**config.mk**
```make
export PLATFORM = sky130hd
export DESIGN_NAME = oms_mode_selector
export DESIGN_NICKNAME = d
export VERILOG_FILES = /design/src/oms_pkg.sv /design/src/oms_debounce.sv /design/src/oms_mode_selector.sv
export SDC_FILE = /design/constraint.sdc
export NUM_CORES = 1
export LEC_CHECK = 0
export ABC_CLOCK_PERIOD_IN_PS = 3400
export BUFFER_PORTS_ARGS = -buffer_cell sky130_fd_sc_hd__buf_2
export CAP_MARGIN = 20
export CORE_MARGIN = 4
export CORE_UTILIZATION = 49
export DETAILED_ROUTE_END_ITERATION = 8
export HOLD_SLACK_MARGIN = 0.08
export PLACE_DENSITY = 0.72
export SYNTH_ARGS = -nofsm -noshare
export SYNTH_HDL_FRONTEND = slang
export SYNTH_HIERARCHICAL = 1
export SYNTH_SLANG_ARGS = --single-unit
```
**constraint.sdc**
```tcl
create_clock -name i_clk_sys -period 3.4 [get_ports i_clk_sys]
set_clock_uncertainty 0.05 [all_clocks]
set_input_delay 0.68 -clock i_clk_sys [delete_from_list [all_inputs] [get_ports i_clk_sys]]
set_output_delay 0.68 -clock i_clk_sys [all_outputs]
set_load 0.05 [all_outputs]
```
**src/oms_pkg.sv**
```systemverilog
// package: constants, register map and types for the operating mode selector
package oms_pkg;

  localparam int unsigned OMS_CLK_KHZ = 10000;
  localparam int unsigned OMS_LONG_MS = 2000;
  localparam int unsigned OMS_TMO_MS = 10000;
  localparam int unsigned OMS_BLINK_MS = 250;
  localparam int unsigned OMS_DEB_MS = 10;
  localparam int unsigned OMS_LONG_CYC = OMS_LONG_MS * OMS_CLK_KHZ;
  localparam int unsigned OMS_TMO_CYC = OMS_TMO_MS * OMS_CLK_KHZ;
  localparam int unsigned OMS_BLINK_CYC = OMS_BLINK_MS * OMS_CLK_KHZ;
  localparam int unsigned OMS_DEB_CYC = OMS_DEB_MS * OMS_CLK_KHZ;

  localparam int unsigned OMS_LEVEL_W = 4;
  localparam int unsigned OMS_GREEN_MIN = 6;

  localparam logic [3:0] OMS_REG_STATUS = 4'h0;
  localparam logic [3:0] OMS_REG_CONTROL = 4'h4;
  localparam logic [3:0] OMS_REG_LOSS = 4'h8;

  localparam int unsigned OMS_ST_ACTIVE_LSB = 0;
  localparam int unsigned OMS_ST_PENDING_LSB = 4;
  localparam int unsigned OMS_ST_SEL_LSB = 8;
  localparam int unsigned OMS_ST_TX_BIT = 12;
  localparam int unsigned OMS_ST_LATCH_BIT = 13;
  localparam int unsigned OMS_ST_FITTED_BIT = 14;
  localparam int unsigned OMS_ST_LINKCMD_BIT = 15;
  localparam int unsigned OMS_CTRL_SOFTBTN_BIT = 0;
  localparam logic OMS_CTRL_RESET = 1'b0;
  localparam logic [15:0] OMS_LOSS_MAX = 16'hFFFF;

  typedef enum logic [2:0] {
    OMS_RUN,
    OMS_HAND,
    OMS_MIRROR,
    OMS_BEAM,
    OMS_DROP
  } oms_mode_e;

  typedef enum logic [1:0] {
    OMS_SEL_IDLE,
    OMS_SEL_PICK,
    OMS_SEL_ARMED
  } oms_sel_e;

endpackage

```
**src/oms_debounce.sv**
```systemverilog
// button synchroniser and debouncer
`timescale 1ns/1ps
module oms_debounce
  import oms_pkg::*;
#(
  parameter int unsigned DEB_CYC = OMS_DEB_CYC
)(
  input wire logic i_clk_sys,
  input wire logic i_rst,
  input wire logic i_raw,
  output logic o_level
);

  typedef struct packed {
    logic sync1;
    logic sync2;
    logic level;
    logic [31:0] cnt;
  } oms_deb_s;

  oms_deb_s st;
  oms_deb_s next_st;

  // level only follows after the synchronised input has been steady for DEB_CYC
  always_comb
  begin
    next_st = st;
    next_st.sync1 = i_raw;
    next_st.sync2 = st.sync1;
    if (st.sync2 != st.level)
    begin
      if (st.cnt >= DEB_CYC - 1)
      begin
        next_st.level = st.sync2;
        next_st.cnt = '0;
      end
      else
      begin
        next_st.cnt = st.cnt + 32'h00000001;
      end
    end
    else
    begin
      next_st.cnt = '0;
    end
  end

  always_ff @(posedge i_clk_sys)
  begin
    if (i_rst)
    begin
      st <= '0;
    end
    else
    begin
      st <= next_st;
    end
  end

  assign o_level = st.level;

endmodule

```
**src/oms_mode_selector.sv**
```systemverilog
// operating mode selector: button sequencing, mode outputs and avalon register slave
`timescale 1ns/1ps
module oms_mode_selector
  import oms_pkg::*;
#(
  parameter int unsigned LEVEL_W = OMS_LEVEL_W,
  parameter int unsigned GREEN_MIN = OMS_GREEN_MIN,
  parameter int unsigned LONG_CYC = OMS_LONG_CYC,
  parameter int unsigned TMO_CYC = OMS_TMO_CYC,
  parameter int unsigned BLINK_CYC = OMS_BLINK_CYC,
  parameter int unsigned DEB_CYC = OMS_DEB_CYC
)(
  input wire logic i_clk_sys,
  input wire logic i_rst,
  input wire logic i_button,
  input wire logic i_laser_fitted,
  input wire logic i_link_ok,
  input wire logic [LEVEL_W-1:0] i_local_level,
  input wire logic [LEVEL_W-1:0] i_remote_level,
  input wire logic i_peer_hand,
  input wire logic i_peer_mirror_cmd,
  input wire logic [3:0] i_avs_address,
  input wire logic i_avs_read,
  input wire logic i_avs_write,
  input wire logic [31:0] i_avs_writedata,
  output logic [31:0] o_avs_readdata,
  output logic o_avs_waitrequest,
  output logic o_tx_enable,
  output logic [LEVEL_W-1:0] o_gauge_level,
  output logic o_led_run,
  output logic o_led_hand,
  output logic o_led_mirror,
  output logic o_led_beam,
  output logic o_led_drop_green,
  output logic o_led_drop_red,
  output logic o_laser_on,
  output logic o_hand_active,
  output logic o_mirror_cmd
);

  typedef struct packed {
    oms_mode_e active;
    oms_mode_e pending;
    oms_sel_e sel;
    logic [31:0] hold_cnt;
    logic [31:0] idle_cnt;
    logic [31:0] blink_cnt;
    logic blink;
    logic strap_done;
    logic fitted;
    logic latch;
    logic link_prev;
    logic [15:0] loss_cnt;
    logic mirror_link;
    logic peer_cmd_prev;
    logic press_prev;
    logic ctrl_soft;
    logic avs_wait;
    logic [31:0] rdata;
    logic tx;
    logic [LEVEL_W-1:0] gauge;
    logic led_run;
    logic led_hand;
    logic led_mirror;
    logic led_beam;
    logic led_drop_g;
    logic led_drop_r;
    logic laser;
    logic hand_act;
  } oms_state_s;

  oms_state_s st;
  oms_state_s next_st;
  logic deb_button;
  logic press;
  logic commit;
  logic show;
  logic [31:0] status;
  oms_mode_e na;

  oms_debounce #(
    .DEB_CYC(DEB_CYC)
  ) u_debounce (
    .i_clk_sys(i_clk_sys),
    .i_rst(i_rst),
    .i_raw(i_button),
    .o_level(deb_button)
  );

  // variants without a laser skip the pointer beam step
  function automatic oms_mode_e oms_next(input oms_mode_e m, input logic fit);
    oms_mode_e r;
    r = OMS_RUN;
    case (m)
      OMS_RUN: r = OMS_HAND;
      OMS_HAND: r = OMS_MIRROR;
      OMS_MIRROR: r = fit ? OMS_BEAM : OMS_DROP;
      OMS_BEAM: r = OMS_DROP;
      OMS_DROP: r = OMS_RUN;
      default: r = OMS_RUN;
    endcase
    return r;
  endfunction

  always_comb
  begin
    next_st = st;
    commit = 1'b0;
    show = 1'b0;
    status = '0;
    na = st.active;
    press = deb_button | st.ctrl_soft;
    next_st.press_prev = press;

    // strap sampled once, after reset release
    if (!st.strap_done)
    begin
      next_st.fitted = i_laser_fitted;
      next_st.strap_done = 1'b1;
    end

    if (st.blink_cnt >= BLINK_CYC - 1)
    begin
      next_st.blink_cnt = '0;
      next_st.blink = ~st.blink;
    end
    else
    begin
      next_st.blink_cnt = st.blink_cnt + 32'h00000001;
    end

    // selection sequence; a long hold from idle is ignored, nothing is pending
    case (st.sel)
      OMS_SEL_IDLE:
      begin
        if (press)
        begin
          if (st.hold_cnt < LONG_CYC)
          begin
            next_st.hold_cnt = st.hold_cnt + 32'h00000001;
          end
        end
        else
        begin
          next_st.hold_cnt = '0;
          if (st.press_prev && st.hold_cnt < LONG_CYC)
          begin
            next_st.pending = oms_next(st.active, st.fitted);
            next_st.sel = OMS_SEL_PICK;
            next_st.idle_cnt = '0;
          end
        end
      end
      OMS_SEL_PICK:
      begin
        if (press)
        begin
          next_st.idle_cnt = '0;
          if (st.hold_cnt >= LONG_CYC - 1)
          begin
            next_st.sel = OMS_SEL_ARMED;
            next_st.hold_cnt = '0;
          end
          else
          begin
            next_st.hold_cnt = st.hold_cnt + 32'h00000001;
          end
        end
        else
        begin
          next_st.hold_cnt = '0;
          if (st.press_prev)
          begin
            next_st.pending = oms_next(st.pending, st.fitted);
            next_st.idle_cnt = '0;
          end
          else if (st.idle_cnt >= TMO_CYC - 1)
          begin
            next_st.sel = OMS_SEL_IDLE;
          end
          else
          begin
            next_st.idle_cnt = st.idle_cnt + 32'h00000001;
          end
        end
      end
      OMS_SEL_ARMED:
      begin
        if (!press)
        begin
          commit = 1'b1;
          next_st.sel = OMS_SEL_IDLE;
        end
      end
      default:
      begin
        next_st.sel = OMS_SEL_IDLE;
      end
    endcase

    // one active mode at a time, so committing replaces the old one
    if (commit)
    begin
      next_st.active = st.pending;
      next_st.mirror_link = (st.pending == OMS_MIRROR) && (st.active == OMS_HAND)
        && i_peer_hand;
      if (st.pending == OMS_DROP)
      begin
        next_st.latch = 1'b0;
      end
    end
    else if (st.active == OMS_HAND && i_peer_mirror_cmd && !st.peer_cmd_prev)
    begin
      next_st.active = OMS_MIRROR;
      next_st.mirror_link = 1'b0;
    end
    next_st.peer_cmd_prev = i_peer_mirror_cmd;
    na = next_st.active;
    if (na != OMS_MIRROR)
    begin
      next_st.mirror_link = 1'b0;
    end

    // link loss sets after the recommit clear, so a loss in that cycle is kept
    next_st.link_prev = i_link_ok;
    if (na == OMS_DROP)
    begin
      if (!i_link_ok)
      begin
        next_st.latch = 1'b1;
      end
      if (st.link_prev && !i_link_ok && st.loss_cnt != OMS_LOSS_MAX)
      begin
        next_st.loss_cnt = st.loss_cnt + 16'h0001;
      end
    end
    else
    begin
      next_st.latch = 1'b0;
    end

    // transmission follows the active mode and, in hand tuning, the local level; never the pending one
    next_st.tx = (na != OMS_MIRROR)
      && !(na == OMS_HAND && i_local_level < LEVEL_W'(GREEN_MIN));
    next_st.gauge = (na == OMS_MIRROR) ? i_remote_level : i_local_level;
    next_st.laser = (na == OMS_BEAM);

    next_st.led_run = (na == OMS_RUN) || (na == OMS_BEAM) || (na == OMS_DROP);
    next_st.led_hand = (na == OMS_HAND);
    next_st.led_mirror = (na == OMS_MIRROR);
    next_st.led_beam = (na == OMS_BEAM);
    next_st.led_drop_g = (na == OMS_DROP) && !next_st.latch;
    next_st.led_drop_r = (na == OMS_DROP) && next_st.latch;

    // pending indicator overrides its own lamp: flashing, then steady once armed
    if (next_st.sel != OMS_SEL_IDLE)
    begin
      show = (next_st.sel == OMS_SEL_ARMED) || st.blink;
      case (next_st.pending)
        OMS_RUN: next_st.led_run = show;
        OMS_HAND: next_st.led_hand = show;
        OMS_MIRROR: next_st.led_mirror = show;
        OMS_BEAM: next_st.led_beam = show;
        OMS_DROP:
        begin
          next_st.led_drop_g = show;
          next_st.led_drop_r = 1'b0;
        end
        default: next_st.led_run = next_st.led_run;
      endcase
    end

    // registered so the output comes straight from a flop, after the overlay is known
    next_st.hand_act = next_st.led_hand && (na == OMS_HAND);

    // avalon slave: one wait cycle, then the answer; write lands as waitrequest is low
    status[OMS_ST_ACTIVE_LSB +: 3] = st.active;
    status[OMS_ST_PENDING_LSB +: 3] = st.pending;
    status[OMS_ST_SEL_LSB +: 2] = st.sel;
    status[OMS_ST_TX_BIT] = st.tx;
    status[OMS_ST_LATCH_BIT] = st.latch;
    status[OMS_ST_FITTED_BIT] = st.fitted;
    status[OMS_ST_LINKCMD_BIT] = st.mirror_link;
    next_st.avs_wait = 1'b1;
    if ((i_avs_read || i_avs_write) && st.avs_wait)
    begin
      next_st.avs_wait = 1'b0;
      if (i_avs_read)
      begin
        case ({i_avs_address[3:2], 2'b00})
          OMS_REG_STATUS: next_st.rdata = status;
          OMS_REG_CONTROL: next_st.rdata = {31'h00000000, st.ctrl_soft};
          OMS_REG_LOSS: next_st.rdata = {16'h0000, st.loss_cnt};
          default: next_st.rdata = '0;
        endcase
      end
    end
    if (i_avs_write && !st.avs_wait && {i_avs_address[3:2], 2'b00} == OMS_REG_CONTROL)
    begin
      next_st.ctrl_soft = i_avs_writedata[OMS_CTRL_SOFTBTN_BIT];
    end
  end

  always_ff @(posedge i_clk_sys)
  begin
    if (i_rst)
    begin
      st <= '0;
      st.active <= OMS_RUN;
      st.sel <= OMS_SEL_IDLE;
      st.ctrl_soft <= OMS_CTRL_RESET;
      st.avs_wait <= 1'b1;
      st.tx <= 1'b1;
      st.led_run <= 1'b1;
      st.link_prev <= 1'b1;
    end
    else
    begin
      st <= next_st;
    end
  end

  assign o_avs_readdata = st.rdata;
  assign o_avs_waitrequest = st.avs_wait;
  assign o_tx_enable = st.tx;
  assign o_gauge_level = st.gauge;
  assign o_led_run = st.led_run;
  assign o_led_hand = st.led_hand;
  assign o_led_mirror = st.led_mirror;
  assign o_led_beam = st.led_beam;
  assign o_led_drop_green = st.led_drop_g;
  assign o_led_drop_red = st.led_drop_r;
  assign o_laser_on = st.laser;
  assign o_hand_active = st.hand_act;
  assign o_mirror_cmd = st.mirror_link;
endmodule

```
# Word level (Yosys, flattened, before mapping)

Index checks and enable logic that the tools add are counted.

Flip-flop bits (word level): 210
Input bits: 53
Output and inout bits: 47
Word-level logic and storage cells: 156

$add $sub $neg: 5
$lt $le $gt $ge: 6
Equal/unequal tests: 27
Mux-type cells: 42
Bitwise gates (word level): 3
Reductions and logical operators: 41

Operators by type and width:

| kind                    | count |
|---|---|
| $mux W32                | 8 |
| $add A32 B1 Y32 const B | 4 |
| $pmux W64 S2            | 1 |
| $mux W66                | 1 |
| $pmux W16 S3            | 1 |
| $mux W33                | 1 |
| $ge A32 B17 Y1 const B  | 1 |
| $ge A32 B22 Y1 const B  | 1 |
| $ge A32 B25 Y1 const B  | 1 |
| $ge A32 B27 Y1 const B  | 1 |
| $lt A32 B25 Y1 const B  | 1 |
| $eq A3 B2 Y1 const B    | 8 |
| $pmux W3 S4             | 2 |
| $add A16 B1 Y16 const B | 1 |
| $ne A16 B16 Y1 const B  | 1 |
| $logic_and A1 B1 Y1     | 15 |
| $mux W3                 | 5 |
| $eq A3 B1 Y1 const B    | 4 |
| $logic_not A3 Y1        | 4 |
| $mux W1                 | 12 |
| $mux W2                 | 5 |
| $mux W5                 | 2 |
| $eq A3 B3 Y1 const B    | 3 |
| $reduce_and A2 Y1       | 4 |
| other kinds (21)        | 37 |

# Logic depth before layout (Yosys ltp)

Word-level depth: 12
Gate-level depth with buffers: 10
Depth with buffers taken out: 8

# Cells and area by module

Netlist, hierarchy kept.

By module, submodules not included:

| module            | times used | cells an instance | area an instance (um^2) | sequential area each (um^2) |
|---|---|---|---|---|
| oms_mode_selector | 1          | 847               | 7340.8                  | 3183.1 |
| oms_debounce      | 1          | 125               | 1257.5                  | 700.7 |

# Worst setup path after synthesis

No wires, ideal clock.

Path type: register to register
From: register st[130] (netlist bit)
To: register st (netlist bit o_led_drop_green)
Library setup time: 121 ps
Arrival time: 2439 ps
Required time: 3229 ps
Path slack: 790 ps
Stages on the path, launching flop included: 8
Path buffers: 0
Period minus slack after synthesis: 2610 ps
Cell sequence: dfxtp_1 > or4_1 > a211o_1 > a221o_1 > o21ai_2 > nor2_1 > or4b_4 > mux2_4

Word-level cells in the longest chain between the ends: 9
Elaborated cells on any way between the ends: 10
Those cells by class: order compare: 1; eq/ne: 1; mux: 6; reduce/logical: 2

RTL lines:

| item                   | RTL line                 | source |
|---|---|---|
| from (decl)            | oms_mode_selector.sv:72  | `oms_state_s st;` |
| from (signal assigned) | oms_mode_selector.sv:319 | `st <= next_st;` |
| $ge A32 B27 Y1 (*)     | oms_mode_selector.sv:177 | `else if (st.idle_cnt >= TMO_CYC - 1)` |
| $mux W2 (*)            | oms_mode_selector.sv:177 |  |
| $mux W2 (*)            | oms_mode_selector.sv:172 | `if (st.press_prev)` |
| $mux W66 (*)           | oms_mode_selector.sv:156 | `if (press)` |
| $pmux W2 S3 (*)        | oms_mode_selector.sv:133 | `case (st.sel)` |
| $eq A2 B2 Y1           | oms_mode_selector.sv:258 | `show = (next_st.sel == OMS_SEL_ARMED) \|\| st.blink;` |
| $logic_or A1 B1 Y1     | oms_mode_selector.sv:258 |  |
| $mux W2                | oms_mode_selector.sv:259 | `case (next_st.pending)` |
| $mux W6 (*)            | oms_mode_selector.sv:256 | `if (next_st.sel != OMS_SEL_IDLE)` |

Mark *: on every way between the ends. The rest lies on a longest branch, timed or not.
A chain may end at the register's enable or synchronous reset.

# Worst setup path after layout

From: register st[168] (netlist bit)
To: register st[124] (netlist bit)

Word-level cells in the longest chain between the ends: 3
Elaborated cells on any way between the ends: 8
Those cells by class: eq/ne: 4; mux: 1; reduce/logical: 3

RTL lines:

| item                                             | RTL line |
|---|---|
| $eq A2 B1 Y1 or $logic_not A2 Y1 (tied branches) | oms_mode_selector.sv:133 |
| $ne A4 B4 Y1 (no line) (tied with other cells)   | -- |
| $reduce_and A4 Y1 (no line)                      | -- |

Several ways; a longest one is shown, not always the timed one.

==> parameters.txt <==
Parameter                              Value

Outcome
  Result of the run    finished clean

Place
  Placement-stage cell area    8940 um^2
  Number of port buffers    50
  GP Congestion    0.872
  Final HPWL from detailed placement    roughly 13 mm
  Post-Place Cells    between 1,000 and 1,500

Synth
  Number of unique standard cell types used by synthesis    72
  Seq/Total Area, Yosys    0.452
  Avg Cell Area, Syn    8.85 um^2
  Number of flops mapped to enable cells by yosys    0
  Synthesized instance count    972
  Ranking of synthesized cells by instance count    194 x sky130_fd_sc_hd__dfxtp_1, 143 x sky130_fd_sc_hd__nor2_1, 62 x sky130_fd_sc_hd__nand2_1
  Netlist area before placement    ~8600 um^2
  Number of warnings issued by yosys    6
  Share of the synthesized area in the top cell type    0.452
  Top flip-flop cell by instance count after synthesis    sky130_fd_sc_hd__dfxtp_1
  Synth top area cells    sky130_fd_sc_hd__dfxtp_1 45%, sky130_fd_sc_hd__nor2_1 6.2%, sky130_fd_sc_hd__xor2_1 4.5%
  Synth Register Bits    around 190
  Ys async rst share    0
  Dominant cell by count in the synthesized netlist    sky130_fd_sc_hd__dfxtp_1
  Cell type with the highest aggregate area in the netlist    sky130_fd_sc_hd__dfxtp_1

Detailed routing
  Vias per cell    5.43
  Number of detailed-route iterations in the first pass    5
  Wirelength per Cell    14.2 um
  Residual antenna-violating net count after detailed routing    0
  DRC viols    0
  Via count    roughly 7,000
  WL final    17.8 mm
  Initial DRC Count    480

Critical path
  Critical path required time    3.71 ns
  Startpoint types    flop
  Cell-by-cell listing of the critical path    inv_1 -> nand3_1 -> or4_1 -> o21ai_2 -> buf_4 -> nand3_1 -> or3_1 -> a21oi_1
  Worst stage delay on the critical path    0.62 ns
  Biggest fanout along the worst timing path    29
  Most common cell on crit path    sky130_fd_sc_hd__nand3_1
  Gate family responsible for the most delay along the worst path    simple AND/OR/NAND/NOR gates
  Buffering stage count on the worst path with inverters included    2
  Cell at the slowest stage of the critical path    sky130_fd_sc_hd__or4_1
  Type of element capturing the critical path    flop
  Crit path kind    reg -> reg
  Crit path DAT    approximately 3.2 ns

Clock tree
  Post-CTS Setup Repair Bufs    0
  CTS H-tree lvls    4
  Root Buffer Master    sky130_fd_sc_hd__clkbuf_16
  Number of buffers on the longest clock path    2
  Hold_buf cts    0
  CTS sink cnt    just under 200
  Clk Latency, worst-skew pair    0.43 ns
  CTS tree    yes
  Post-CTS Resized    0
  Number of buffers added by the clock tree synthesis step    17
  Worst-path clk slew    0.07 ns

Cells and area
  Nets    1,077
  Fraction of final layout cells with drive strength greater than 1    0.115
  Growth of design area from synthesis to finish    10.7%
  Final instance area    about 9500 um^2
  Number of inserted diodes    0
  Post-layout instance count excluding filler cells    about 1,300
  Post-layout utilization of the core    0.552

Floorplanning
  Initial core utilization    0.499
  Overall die height    140 um
  Core Box Area    17,200 um^2
  Floorplan die area    19,700 um^2
  Count of pins on the block boundary    100
  Horizontal die dimension    between 100 and 150 um
  Placement Rows    48

STA
  Clock period minus worst slack    about 2.9 ns
  Final critical-path share of the clock period    0.862
  Tightest slew margin relative to the limit    0.508
  Count of final max-slew check failures    0
  Number of hold violations in the final report    0
  Tightest Pin Transition    0.735 ns
  RSZ-0062 raised after global routing    no
  Maximum clock frequency    341 MHz
  Total negative slack for setup checks    0 ns
  Hold slack final    0.399 ns
  Total setup violations reported at the end of the flow    0

GRT
  Number of global-route vias before repair    6,275
  First-pass GRT wire length    ~30 mm
  Antenna violations before repair    0
  Maximum number of pins on one net before global-route repair    30
  GRT Util Overall    0.181
  Remaining global-route overflow    0

Power and ir drop
  Leakage power    3.41 nW
  VDD IR max    0.000344 V
  Power per Cell Area    about 470 nW/um^2

Run
  Max-capacitance violation count    0

Worst hold path
  Worst hold-check path type    reg -> reg
[worst paths after layout]
check | to | cells past startpoint | slack, ns | from
max | st[124]$_SDFFE_PP0P_ | 8 | 0.47 | st[168]$_SDFF_PP0_
min | st[162]$_SDFFE_PP0P_ | 2 | 0.40 | st[162]$_SDFFE_PP0P_
max reg2reg | st[124]$_SDFFE_PP0P_ | 8 | 0.47 | st[168]$_SDFF_PP0_
min reg2reg | st[162]$_SDFFE_PP0P_ | 2 | 0.40 | st[162]$_SDFFE_PP0P_
[cell usage in the layout (no fill, tap or decap), types with 15 or more instances in the layout]
cell type,count
sky130_fd_sc_hd__and3_1,22
sky130_fd_sc_hd__buf_2,50
sky130_fd_sc_hd__or3_1,17
sky130_fd_sc_hd__clkbuf_16,17
sky130_fd_sc_hd__xnor2_1,31
sky130_fd_sc_hd__inv_1,19
sky130_fd_sc_hd__nor2_1,143
sky130_fd_sc_hd__o21ai_0,31
sky130_fd_sc_hd__a21oi_1,33
sky130_fd_sc_hd__nand4_1,28
sky130_fd_sc_hd__nor4_1,18
sky130_fd_sc_hd__nor3_1,32
sky130_fd_sc_hd__xor2_1,44
sky130_fd_sc_hd__nand3_1,41
sky130_fd_sc_hd__conb_1,41
sky130_fd_sc_hd__nand2_1,62
sky130_fd_sc_hd__dfxtp_1,194
sky130_fd_sc_hd__a22oi_1,15
[logic make-up after synthesis]
| family | count (synthesis) | share of synthesized area |
|---|---|---|
| AO/OA/AOI/OAI | 135 | 0.104 |
| multiplexers | 25 | 0.0313 |
| adder cells (fa/ha/maj) | 5 | 0.00728 |
| AND/OR/NAND/NOR | 443 | 0.270 |
| flip-flops | 194 | 0.452 |
| other | 2 | 0.000873 |
| XOR/XNOR | 75 | 0.0764 |
| buffers and inverters | 93 | 0.0591 |
[metal layers]
metal / track usage / routed length [um]
met3: 0.0369 / 748
met5: 0 / 0
met1: 0.239 / 8440
met2: 0.301 / 8440
met4: 0.0546 / 209
[tightest hold or removal path, cell delays in order, from the launching register on]
cell and delay [ns]:
sky130_fd_sc_hd__dfxtp_1 0.33, sky130_fd_sc_hd__inv_1 0.05, sky130_fd_sc_hd__nor2_1 0.03
[sequential cells by signal, indices dropped and copies added (netlist names), 4 cells and up]
| signal | cells |
|---|---|
| u_debounce/st | 33 |
| st | 128 |
| o_avs_readdata | 16 |
| o_gauge_level | 4 |
[per-stage QoR]
stage	total power, mW	worst slack [ns]
global placement	2.53	0.496
detailed placement	2.53	0.505
CTS	4.50	0.480
global route	4.62	0.220
finish	4.46	0.470
floorplan	2.51	0.790
[power by group]
part / total (mW) / leakage [nW] / internal [mW] / switching, mW
Sequential: 2.31 / 1.58 / 2.30 / 0.0146
Clock: 1.98 / 0.274 / 1.05 / 0.923
Combinational: 0.170 / 1.56 / 0.0397 / 0.130
[final cells by class]
type	count	area, um^2
repair buffers	63	348
well taps	225	282
multi-input cells	724	4350
flip-flops and latches	194	3880
inverters	19	71.3
clock buffers	18	439
fillers	1589	7720
clock inverters	14	144
(Power assumes the default switching activity.)
